## src/bio_pkg.sv

```systemverilog
package bio_pkg;

   // register map
   localparam logic [7:0]  BIO_OPTIONS_OFFSET  = 8'h20;
   localparam logic [7:0]  BIO_ROMCHG_OFFSET   = 8'h40;
   // field positions
   localparam int          BIO_CAP_LSB         = 27;
   localparam int          BIO_ACC_LSB         = 16;
   localparam int          BIO_REC_LSB         = 12;
   localparam int          BIO_GEN_LSB         = 6;
   // reset values
   localparam logic [3:0]  BIO_REC_HARD_RESET  = 4'ha; // 2^(10+1) = 2048 bytes
   localparam logic [4:0]  BIO_CAP_RESET       = 5'h00;
   localparam logic [7:0]  BIO_ACC_RESET       = 8'h00;
   localparam logic [1:0]  BIO_GEN_RESET       = 2'h0;
   localparam logic [2:0]  BIO_LINK_SPEED      = 3'h2; // 100/200/400 Mbit/s
   // writable bits of the options word
   localparam logic [31:0] BIO_WRITE_MASK      = 32'hf8fff0c0;
   localparam logic [1:0]  BIO_HTRANS_NONSEQ   = 2'h2;
   localparam logic [2:0]  BIO_HSIZE_WORD      = 3'h2;

   // ahb-lite request captured in the address phase
   typedef struct packed {
      logic       valid;
      logic       write;
      logic [7:0] addr;
   } bio_req_t;

   // block request length check
   typedef struct packed {
      logic        valid;
      logic [15:0] length;
   } bio_blk_t;

endpackage

```

## src/bio_len_check.sv

```systemverilog
`timescale 1ns/1ps
module bio_len_check
(
   input  wire logic            ref_clk,
   input  wire logic            rst_n,
   input  wire logic [3:0]      recCode,
   input  wire bio_pkg::bio_blk_t blkReq,
   output logic                 typeErrAck,
   output logic                 lenOk
);
   import bio_pkg::*;

   logic [17:0] maxBytes;

   // max length = 2^(code+1) bytes
   assign maxBytes = 18'h00001 << (5'(recCode) + 5'h01);

   // registered verdict, one cycle after the request
   always_ff @(posedge ref_clk)
   begin
      if (!rst_n)
      begin
         typeErrAck <= 1'b0;
         lenOk      <= 1'b0;
      end
      else
      begin
         typeErrAck <= blkReq.valid && ({2'h0, blkReq.length} > maxBytes);
         lenOk      <= blkReq.valid && ({2'h0, blkReq.length} <= maxBytes);
      end
   end
endmodule

```

## src/bio_options.sv

```systemverilog
`timescale 1ns/1ps
// Notes on behaviour
// - reserved bits 26-24, 11-8, 5-3 read zero
// - block limit is two to code-plus-one bytes
// - hard reset loads 2048 code, soft keeps
// - oversized block write may get type error
// - generation bumps after rom change since reset
// - link speed field always reads 010
// - bits 23-16 hold writable clock accuracy
// - register shown as second bus info quadlet
module bio_options
(
   input  wire logic              ref_clk,
   input  wire logic              rst_n,
   input  wire logic              softReset,
   input  wire logic              busReset,
   input  wire logic              romChanged,
   input  wire logic              hsel,
   input  wire logic [31:0]       haddr,
   input  wire logic [1:0]        htrans,
   input  wire logic              hwrite,
   input  wire logic [2:0]        hsize,
   input  wire logic [31:0]       hwdata,
   input  wire logic              hready,
   output logic [31:0]            hrdata,
   output logic                   hreadyout,
   output logic                   hresp,
   input  wire bio_pkg::bio_blk_t blkReq,
   output logic                   typeErrAck,
   output logic                   blkLenOk,
   output logic [31:0]            busInfoQuadlet
);
   import bio_pkg::*;

   bio_req_t    req_reg;
   logic [4:0]  cap_reg;
   logic [7:0]  acc_reg;
   logic [3:0]  rec_reg;
   logic [1:0]  gen_reg;
   logic        romDirty_reg;
   logic [31:0] optWord;
   logic [31:0] wrMerged;
   logic        wrOpt;
   logic        wrRomChg;
   logic [31:0] rdWord;
   logic        addrPhase;
   logic        rdOpt;
   logic        rdRomChg;
   logic        romMark;
   logic        genBump;

   // assemble the word; reserved bits are constant zero
   function automatic logic [31:0] packWord(input logic [4:0] c, input logic [7:0] a,
                                            input logic [3:0] r, input logic [1:0] g);
      packWord = {c, 3'h0, a, r, 4'h0, g, 3'h0, BIO_LINK_SPEED};
   endfunction

   // options decode, shared by the read and the write side
   function automatic logic isOptAddr(input logic [7:0] addr);
      isOptAddr = (addr == BIO_OPTIONS_OFFSET);
   endfunction

   // only the low byte is decoded, so both registers repeat every 256 bytes
   function automatic logic isRomChgAddr(input logic [7:0] addr);
      isRomChgAddr = (addr == BIO_ROMCHG_OFFSET);
   endfunction

   assign optWord        = packWord(cap_reg, acc_reg, rec_reg, gen_reg);
   assign busInfoQuadlet = optWord;
   assign hreadyout      = 1'b1;    // zero wait states
   assign hresp          = 1'b0;    // always okay

   // read address phase, decoded straight off the bus
   assign addrPhase = hready && hsel && (htrans == BIO_HTRANS_NONSEQ);
   assign rdOpt     = addrPhase && !hwrite && isOptAddr(haddr[7:0]);
   assign rdRomChg  = addrPhase && !hwrite && isRomChgAddr(haddr[7:0]);

   // data phase writes, qualified by the captured address phase
   assign wrOpt    = req_reg.valid && req_reg.write && isOptAddr(req_reg.addr);
   assign wrRomChg = req_reg.valid && req_reg.write && isRomChgAddr(req_reg.addr);
   assign wrMerged = (hwdata & BIO_WRITE_MASK) | (optWord & ~BIO_WRITE_MASK);

   // a change flagged or written this cycle already counts as pending
   assign romMark = romChanged || (wrRomChg && hwdata[0]);
   assign genBump = busReset && romDirty_reg;

   // read word; a write in its data phase is forwarded so back to back works
   always_comb
   begin
      rdWord = 32'h00000000; // unmapped reads zero
      if (rdOpt)
         rdWord = wrOpt ? wrMerged : optWord;
      else if (rdRomChg)
         rdWord = {31'h0, romDirty_reg || romMark};
   end

   // address phase capture; only whole-word writes act, reads answer at any size
   always_ff @(posedge ref_clk)
   begin
      if (!rst_n)
         req_reg <= '0;
      else if (hready)
      begin
         req_reg.valid <= hsel && (htrans == BIO_HTRANS_NONSEQ) && (hsize == BIO_HSIZE_WORD);
         req_reg.write <= hwrite;
         req_reg.addr  <= haddr[7:0];
      end
   end

   // read data registered in address phase so it stands in the data phase
   always_ff @(posedge ref_clk)
   begin
      if (!rst_n)
         hrdata <= 32'h00000000;
      else if (addrPhase && !hwrite)
         hrdata <= rdWord;
   end

   // capability flags; soft reset leaves them alone
   always_ff @(posedge ref_clk)
   begin
      if (!rst_n)
         cap_reg <= BIO_CAP_RESET;
      else if (wrOpt)
         cap_reg <= wrMerged[BIO_CAP_LSB +: 5];
   end

   // cycle master clock accuracy in ppm; soft reset leaves it alone
   always_ff @(posedge ref_clk)
   begin
      if (!rst_n)
         acc_reg <= BIO_ACC_RESET;
      else if (wrOpt)
         acc_reg <= wrMerged[BIO_ACC_LSB +: 8];
   end

   // block size code: hard reset only, soft reset is a no-op here
   always_ff @(posedge ref_clk)
   begin
      if (!rst_n)
         rec_reg <= BIO_REC_HARD_RESET;
      else if (wrOpt)
         rec_reg <= wrMerged[BIO_REC_LSB +: 4]; // software's duty to keep legal
   end

   // rom change seen since last bus reset; a new change beats the reset clear
   always_ff @(posedge ref_clk)
   begin
      if (!rst_n)
         romDirty_reg <= 1'b0;
      else if (romMark)
         romDirty_reg <= 1'b1;
      else if (busReset)
         romDirty_reg <= 1'b0;
   end

   // generation: bumped at bus reset if rom changed, else software write
   always_ff @(posedge ref_clk)
   begin
      if (!rst_n)
         gen_reg <= BIO_GEN_RESET;
      else if (genBump)
         gen_reg <= gen_reg + 2'h1;
      else if (wrOpt)
         gen_reg <= wrMerged[BIO_GEN_LSB +: 2];
   end

   // receive-side length check on the programmed code
   bio_len_check u_len
   (
      .ref_clk    (ref_clk),
      .rst_n      (rst_n),
      .recCode    (rec_reg),
      .blkReq     (blkReq),
      .typeErrAck (typeErrAck),
      .lenOk      (blkLenOk)
   );

   // soft reset intentionally affects nothing in this register
   logic unusedSoft;
   assign unusedSoft = softReset;
endmodule

```

## config.mk

```make
export PLATFORM = sky130hd
export DESIGN_NAME = bio_options
export DESIGN_NICKNAME = d
export VERILOG_FILES = /design/src/bio_pkg.sv /design/src/bio_len_check.sv /design/src/bio_options.sv
export SDC_FILE = /design/constraint.sdc
export NUM_CORES = 1
export LEC_CHECK = 0
export BUFFER_PORTS_ARGS = -buffer_cell sky130_fd_sc_hd__buf_2
export CAP_MARGIN = 20
export CORE_MARGIN = 2
export CORE_UTILIZATION = 46
export CTS_BUF_LIST = sky130_fd_sc_hd__clkbuf_8 sky130_fd_sc_hd__clkbuf_16
export CTS_CLUSTER_SIZE = 28
export DETAILED_ROUTE_END_ITERATION = 8
export GPL_TIMING_DRIVEN = 0
export PLACE_DENSITY = 0.85
export RECOVER_POWER = 25
export SLEW_MARGIN = 20
export SYNTH_ARGS = -nofsm -noshare
export SYNTH_HDL_FRONTEND = slang
export SYNTH_SLANG_ARGS = --single-unit
```

## constraint.sdc

```tcl
create_clock -name ref_clk -period 4.9 [get_ports ref_clk]
set_input_delay 0.735 -clock ref_clk [delete_from_list [all_inputs] [get_ports ref_clk]]
set_output_delay 0.735 -clock ref_clk [all_outputs]
set_load 0.005 [all_outputs]
```

==> results by group, run 1 <==
Outcome
  • Outcome: completed

Worst setup path
  • Reg2reg path depth: 8
  • Critical setup path kind: reg -> reg
  • FF-to-FF setup slack: 2270 ps
  • Setup crit end: u_len.typeErrAck$_SDFF_PN0_
  • Reg2reg end: u_len.typeErrAck$_SDFF_PN0_
  • Worst path cell trace: nor2b_1, nand3_1, ha_1, nand4_1, or3b_1, or4_1, o211ai_1, and3b_1
  • Worst Setup SP: rec_reg[3]$_SDFFE_PN1P_
  • FF-to-FF Start: rec_reg[3]$_SDFFE_PN1P_
  • Crit start category: register
  • Arrival @ worst endpoint: 2890 ps
  • CP max-delay cell: or4_1
  • Slowest stage delay, CP: 510 ps
  • WP data required: 5160 ps
  • Worst setup EP type: register
  • CP max FO: 9

Place
  • DP HPWL: 4.82 mm
  • GPL Wtd Cong: 0.786
  • Port Buffers: 98

Drt
  • 1st-pass router iterations: 4
  • DR iter-0 viols: 49
  • Final wirelength: 6.01 mm
  • DR vias/cell: 4.90
  • Antenna Nets Post-Route: 0
  • DRC viols: 0
  • Vias: 2,410
  • Routed length per placed instance: 12.2 um

Timing
  • Slew HR: 0.556
  • Setup TNS: 0 ps
  • Fin crit share: 0.537
  • RSZ-0062 raised after global routing: no
  • Final Slew Violations: 0
  • Hold_ws: 451 ps
  • Fin crit period: 2630 ps
  • Worst slew pin tran: 666 ps
  • Final hold violation count: 0
  • Clock skew: 6.73 ps
  • Endpoints failing setup: 0
  • Max Clk Rate: 380 MHz

Floorplanning
  • Initial Util: 0.471
  • Core ar.: 0.00547 mm^2
  • DIE HEIGHT: 78.9 um
  • Die area: 0.00622 mm^2
  • Die Span X: 78.9 um
  • Placement row count: 27
  • I/O pin cnt: 162

Synthesis
  • Syn Inst Count: 289
  • Mapped Avg Cell Area: 8.92 um^2
  • Count of warnings emitted by yosys: 0
  • Register area share after synthesis: 0.411
  • Mapped Area: 0.00258 mm^2
  • Flops & latches, synth: 53
  • Unique masters post-synth: 40

Clock network
  • Cts repair resizes: 0
  • Clk Latency, worst-skew pair: 310 ps
  • TritonCTS clock tree: built
  • Cts hold-fix bufs: 0
  • Reg clk slew, reported paths: 100 ps
  • Clock sinks: 53
  • Post-CTS setup buffers: 0
  • CTS H-Tree Depth: 2
  • Maximum clock path buffer count: 2
  • Clock buffer count from CTS: 5
  • Clock root cell: clkbuf_8

Finish
  • Ant diodes: 0
  • Total Nets Final: 529
  • Area delta synth->final: 29.5%
  • Max reg flops: 21
  • Share of cells above drive strength 1: 0.312

Global route
  • Antenna violations before repair: 0
  • First-pass GRT wire length: 9.44 mm
  • Grt ovf: 0
  • Largest net degree at the start of global routing: 20
  • Vias in the first global route: 2,140
  • Total Routing Usage GR: 0.190

Flow run
  • Max-cap violations: 0

Power
  • Leak: 1.73 nW
  • Worst IR Drop VDD: 241 uV
  • Power Density: 238 mW/mm^2

Min path
  • Worst hold path type: reg -> reg
  • Hold Path Depth: 2
power by group:
group / total (W) / switching [W] / internal, W
logic: 0.0000901 / 0.0000421 / 0.0000480
registers: 0.000441 / 0.00000400 / 0.000437
clock network: 0.000264 / 0.000156 / 0.000108
layer usage:
layer | GRT usage | routed length, um
met5 | 0 | 0
met4 | 0.0672 | 100
met3 | 0.0545 | 530
met2 | 0.337 | 2850
met1 | 0.218 | 2530
layout by cell type (no fill, tap or decap), types with 4 or more instances in the layout:
| cell type | n |
|---|---|
| a21oi_1 | 10 |
| a2bb2oi_1 | 4 |
| buf_2 | 93 |
| buf_4 | 26 |
| clkbuf_1 | 12 |
| clkbuf_8 | 5 |
| conb_1 | 27 |
| dfxtp_1 | 53 |
| ha_1 | 16 |
| mux2i_1 | 28 |
| nand2_1 | 35 |
| nand3_1 | 10 |
| nand4_1 | 4 |
| nor2_1 | 35 |
| nor2b_1 | 5 |
| o21ai_0 | 9 |
| o21ai_1 | 10 |
worst min-delay path by stage:
stage	from	slack, ps	endpoint
3_5_place_dp	hrdata[19]$_SDFFE_PN0P_	440	hrdata[19]$_SDFFE_PN0P_
4_1_cts	hrdata[23]$_SDFFE_PN0P_	450	hrdata[23]$_SDFFE_PN0P_
5_1_grt	hrdata[19]$_SDFFE_PN0P_	470	hrdata[19]$_SDFFE_PN0P_
6_report	hrdata[23]$_SDFFE_PN0P_	450	hrdata[23]$_SDFFE_PN0P_
2_1_floorplan	req_reg[9]$_SDFFE_PN0P_	440	req_reg[9]$_SDFFE_PN0P_
3_3_place_gp	hrdata[28]$_SDFFE_PN0P_	430	hrdata[28]$_SDFFE_PN0P_
critical path, delay by kind of cell, from the launching register on:
family	cells	cell delay [ps]
flops	1	490
compound gates	1	130
fa+ha+maj	1	340
simple gates	6	1630
cells by family (layout without fill, tap and decap cells):
group                      count (synthesis)  after routing  synth area share
other                                      2             27           0.00291
and+or+nand+nor                          107            107             0.199
adders and majority gates                 16             16            0.0776
buffers and inverters                     39            145            0.0990
muxes                                     28             28             0.109
AOI/OAI and AO/OA                         44             44             0.101
DFF                                       53             53             0.411
synth_stat cells:
library cell,n,area [um^2]
a211oi_1,2,15.0
a21o_1,1,7.51
a21oi_1,10,50.1
a221oi_1,1,8.76
a2bb2oi_1,4,35.0
a31oi_1,2,12.5
and2b_1,1,7.51
and3b_1,3,26.3
buf_1,1,3.75
buf_2,3,15.0
buf_4,26,195
buf_6,1,11.3
clkbuf_1,4,15.0
clkinv_1,1,3.75
conb_1,2,7.51
dfxtp_1,53,1060
ha_1,16,200
inv_1,3,11.3
mux2i_1,28,280
nand2_1,35,131
nand2b_1,3,18.8
nand3_1,10,50.1
nand4_1,4,25.0
nand4b_1,1,8.76
nor2_1,35,131
nor2b_1,5,31.3
nor3_1,1,5.00
nor4_1,1,6.26
nor4_2,1,12.5
nor4bb_1,1,10.0
o211ai_1,3,22.5
o21a_1,1,7.51
o21ai_0,9,45.0
o21ai_1,10,50.1
o22ai_1,1,6.26
or2_2,1,6.26
or2_4,1,8.76
or3b_1,2,17.5
or4_1,1,7.51
or4b_1,1,10.0
through the flow:
| stage | util | setup slack [ps] | instance area (um^2) | instances | power [W] |
|---|---|---|---|---|---|
| 4_1_cts | 0.612 | 2280 | 3350 | 492 | 0.000801 |
| 5_1_grt | 0.610 | 2090 | 3340 | 492 | 0.000828 |
| 2_1_floorplan | - | 2530 | 2670 | 314 | 0.000504 |
| 6_report | 0.610 | 2270 | 3340 | 492 | 0.000795 |
| 3_3_place_gp | 0.594 | 2360 | 3250 | 484 | 0.000537 |
| 3_5_place_dp | 0.594 | 2300 | 3250 | 484 | 0.000540 |
final cells by class:
class,instances,area [um^2]
Fill cell,533,2130
Multi-Input combinational cell,222,1360
Sequential cell,53,1060
Timing Repair Buffer,98,480
Buffer,35,240
Tap cell,72,90.1
Clock buffer,5,68.8
Clock inverter,3,28.8
Inverter,4,15.0
Note: power is estimated with default switching activity, not from simulation.
==> run 2: changes to the inputs <==
ABC_AREA = 1   (was unset)
CORE_UTILIZATION = 40   (was 46)
PLACE_DENSITY = 0.77   (was 0.85)
clock period = 2.1 ns   (was 4.9 ns; I/O delays follow)
==> run 2 against run 1 <==
Clock power up 120%; via count up 20%; power up 130%; largest power group unchanged; fmax up 42%; worst setup slack worse by 2000 ps; largest cell class unchanged.
==> results by group, run 2 <==
Outcome
  • Outcome: completed

Timing
  • Slew HR: 0.565
  • Fin crit share: 0.883
  • Final hold violation count: 0
  • Hold_ws: 250 ps
  • Endpoints failing setup: 0
  • Final Slew Violations: 0
  • RSZ-0062 raised after global routing: no
  • Clock skew: 8.92 ps
  • Max Clk Rate: 540 MHz
  • Worst slew pin tran: 653 ps
  • Fin crit period: 1850 ps
  • Setup TNS: 0 ps

Floorplanning
  • Core ar.: 0.00687 mm^2
  • Die Span X: 88.5 um
  • DIE HEIGHT: 88.5 um
  • Initial Util: 0.416
  • Die area: 0.00783 mm^2
  • Placement row count: 30
  • I/O pin cnt: 162

Worst setup path
  • Worst setup EP type: register
  • Crit start category: register
  • Critical setup path kind: reg -> reg
  • WP data required: 2340 ps
  • Arrival @ worst endpoint: 2100 ps
  • CP max FO: 9

Flow run
  • Max-cap violations: 0

Place
  • GPL Wtd Cong: 0.847
  • DP HPWL: 5.73 mm
  • Port Buffers: 98

Synthesis
  • Dominant cells by area after synthesis: dfxtp_1 (37%), nand2_1 (16%), nand3_1 (7.5%), buf_4 (7.1%), ha_1 (7.0%)
  • Synth area leader: dfxtp_1
  • Mapped Area: 0.00286 mm^2
  • Ys async rst share: 0
  • Most instantiated cells after synthesis: nand2_1 (118), dfxtp_1 (53), nand3_1 (43), inv_1 (38), nor2_1 (33)
  • Syn Inst Count: 407
  • Mapped Avg Cell Area: 7.02 um^2
  • Most common cell in the netlist: nand2_1
  • Unique masters post-synth: 30
  • Synth top area share: 0.371
  • Post-synth EDFFs: 0
  • Register area share after synthesis: 0.371
  • Count of warnings emitted by yosys: 0
  • Most used DFF post-synth: dfxtp_1
  • Flops & latches, synth: 53

Finish
  • Most common cell after layout, fill and taps aside: nand2_1
  • Total Nets Final: 646
  • Area delta synth->final: 27.4%
  • Ant diodes: 0
  • Max reg flops: 21
  • Most frequent cells in the layout: nand2_1 (118), buf_2 (94), dfxtp_1 (52)
  • Filler cells: 715
  • Share of cells above drive strength 1: 0.270

Clock network
  • CTS H-Tree Depth: 2
  • TritonCTS clock tree: built
  • Reg clk slew, reported paths: 90 ps
  • Clock sinks: 53
  • Clock root cell: clkbuf_8
  • Clock buffer count from CTS: 5
  • Cts hold-fix bufs: 0
  • Maximum clock path buffer count: 2
  • Clk Latency, worst-skew pair: 310 ps

Global route
  • Total Routing Usage GR: 0.183
  • Vias in the first global route: 2,564
  • Grt ovf: 0
  • First-pass GRT wire length: 11.3 mm
  • Antenna violations before repair: 0
  • Largest net degree at the start of global routing: 17

Power
  • Worst IR Drop VDD: 375 uV
  • Leak: 1.91 nW
  • Power Density: 505 mW/mm^2

Drt
  • 1st-pass router iterations: 4
  • Final wirelength: 7.11 mm
  • Vias: 2,885
  • DR iter-0 viols: 105
  • DR vias/cell: 4.56
  • Antenna Nets Post-Route: 0
  • Routed length per placed instance: 11.2 um
  • DRC viols: 0

Min path
  • Worst hold path type: in -> reg
[run 2: changes by cell type in the layout (fill, tap and decap cells not counted), sizes merged, moves of 4 or more]
cell     previous run  this run
o21ai              19        12
mux2i              28         0
inv                 6        41
nand2              35       119
a21oi              10        32
a2bb2oi             4         0
nand3b              0         4
nand3              10        43
nor2b               5         0
[run 2: timing repair]
action	CTS	global route
endpoints found under the hold margin	0	0
buffers inserted	0	0
endpoints found under the setup margin	1	2
resized for setup	0	2
[run 2: cells by family (layout without fill, tap and decap cells)]
kind of cell	Yosys count	in the layout	share of synthesized area
xor+xnor	1	1	0.00307
flops	53	53	0.371
compound gates	45	45	0.0876
fa+ha+maj	16	16	0.0701
other cells	2	27	0.00263
buf+inv	81	186	0.148
simple gates	209	209	0.317
[run 2: worst max-delay path: stages (launching register included)]
cell and delay (ps):
dfxtp_1 350, clkbuf_1 350, nand2_1 110, ha_1 310, nand2_1 70, nor2_1 120
nand3_1 120, nor2_1 120, nor2_1 50, nand2_1 70, nand2_1 50, nor2_1 80
[run 2: per-layer routing]
metal,GRT usage,share of wire,vias to the layer above
li1,-,-,1498
met1,0.217,0.43,1278
met2,0.332,0.49,99
met3,0.0429,0.064,10
met4,0.0455,0.012,0
met5,0,0,-
[run 2: final timing paths]
kind	slack, ps	endpoint	start	depth (start not counted)
max	250	u_len.typeErrAck$_SDFF_PN0_	rec_reg[3]$_SDFFE_PN1P_	11
min	250	req_reg[2]$_SDFFE_PN0P_	haddr[2]	3
max reg2reg	250	u_len.typeErrAck$_SDFF_PN0_	rec_reg[3]$_SDFFE_PN1P_	11
min reg2reg	460	req_reg[7]$_SDFFE_PN0P_	req_reg[7]$_SDFFE_PN0P_	2
[run 2: layout make-up]
| type | instances | area (um^2) | share of cell area |
|---|---|---|---|
| well taps | 96 | 120 | 0.0330 |
| plain buffers | 40 | 269 | 0.0739 |
| repair buffers | 98 | 483 | 0.133 |
| clock inverters | 3 | 18.8 | 0.00516 |
| clock buffers | 5 | 68.8 | 0.0189 |
| flip-flops and latches | 53 | 1060 | 0.292 |
| inverters | 40 | 150 | 0.0413 |
| multi-input cells | 298 | 1470 | 0.403 |
[run 2: report_power, final]
part / switching, W / internal, W
logic: 0.000124 / 0.000114
clock network: 0.000339 / 0.000231
registers: 0.00000907 / 0.00102
total: 0.000472 / 0.00137
[run 2: through the flow]
stage | utilization | area [um^2] | setup WS, ps | power [W] | instances
after global routing | 0.530 | 3640 | 28.4 | 0.00193 | 633
after floorplan | - | 2950 | 348 | 0.00120 | 432
after CTS | 0.531 | 3640 | 41.8 | 0.00186 | 633
after global placement | 0.518 | 3560 | 61.0 | 0.00129 | 626
final | 0.530 | 3640 | 247 | 0.00184 | 633
after detailed placement | 0.518 | 3560 | 36.8 | 0.00129 | 626
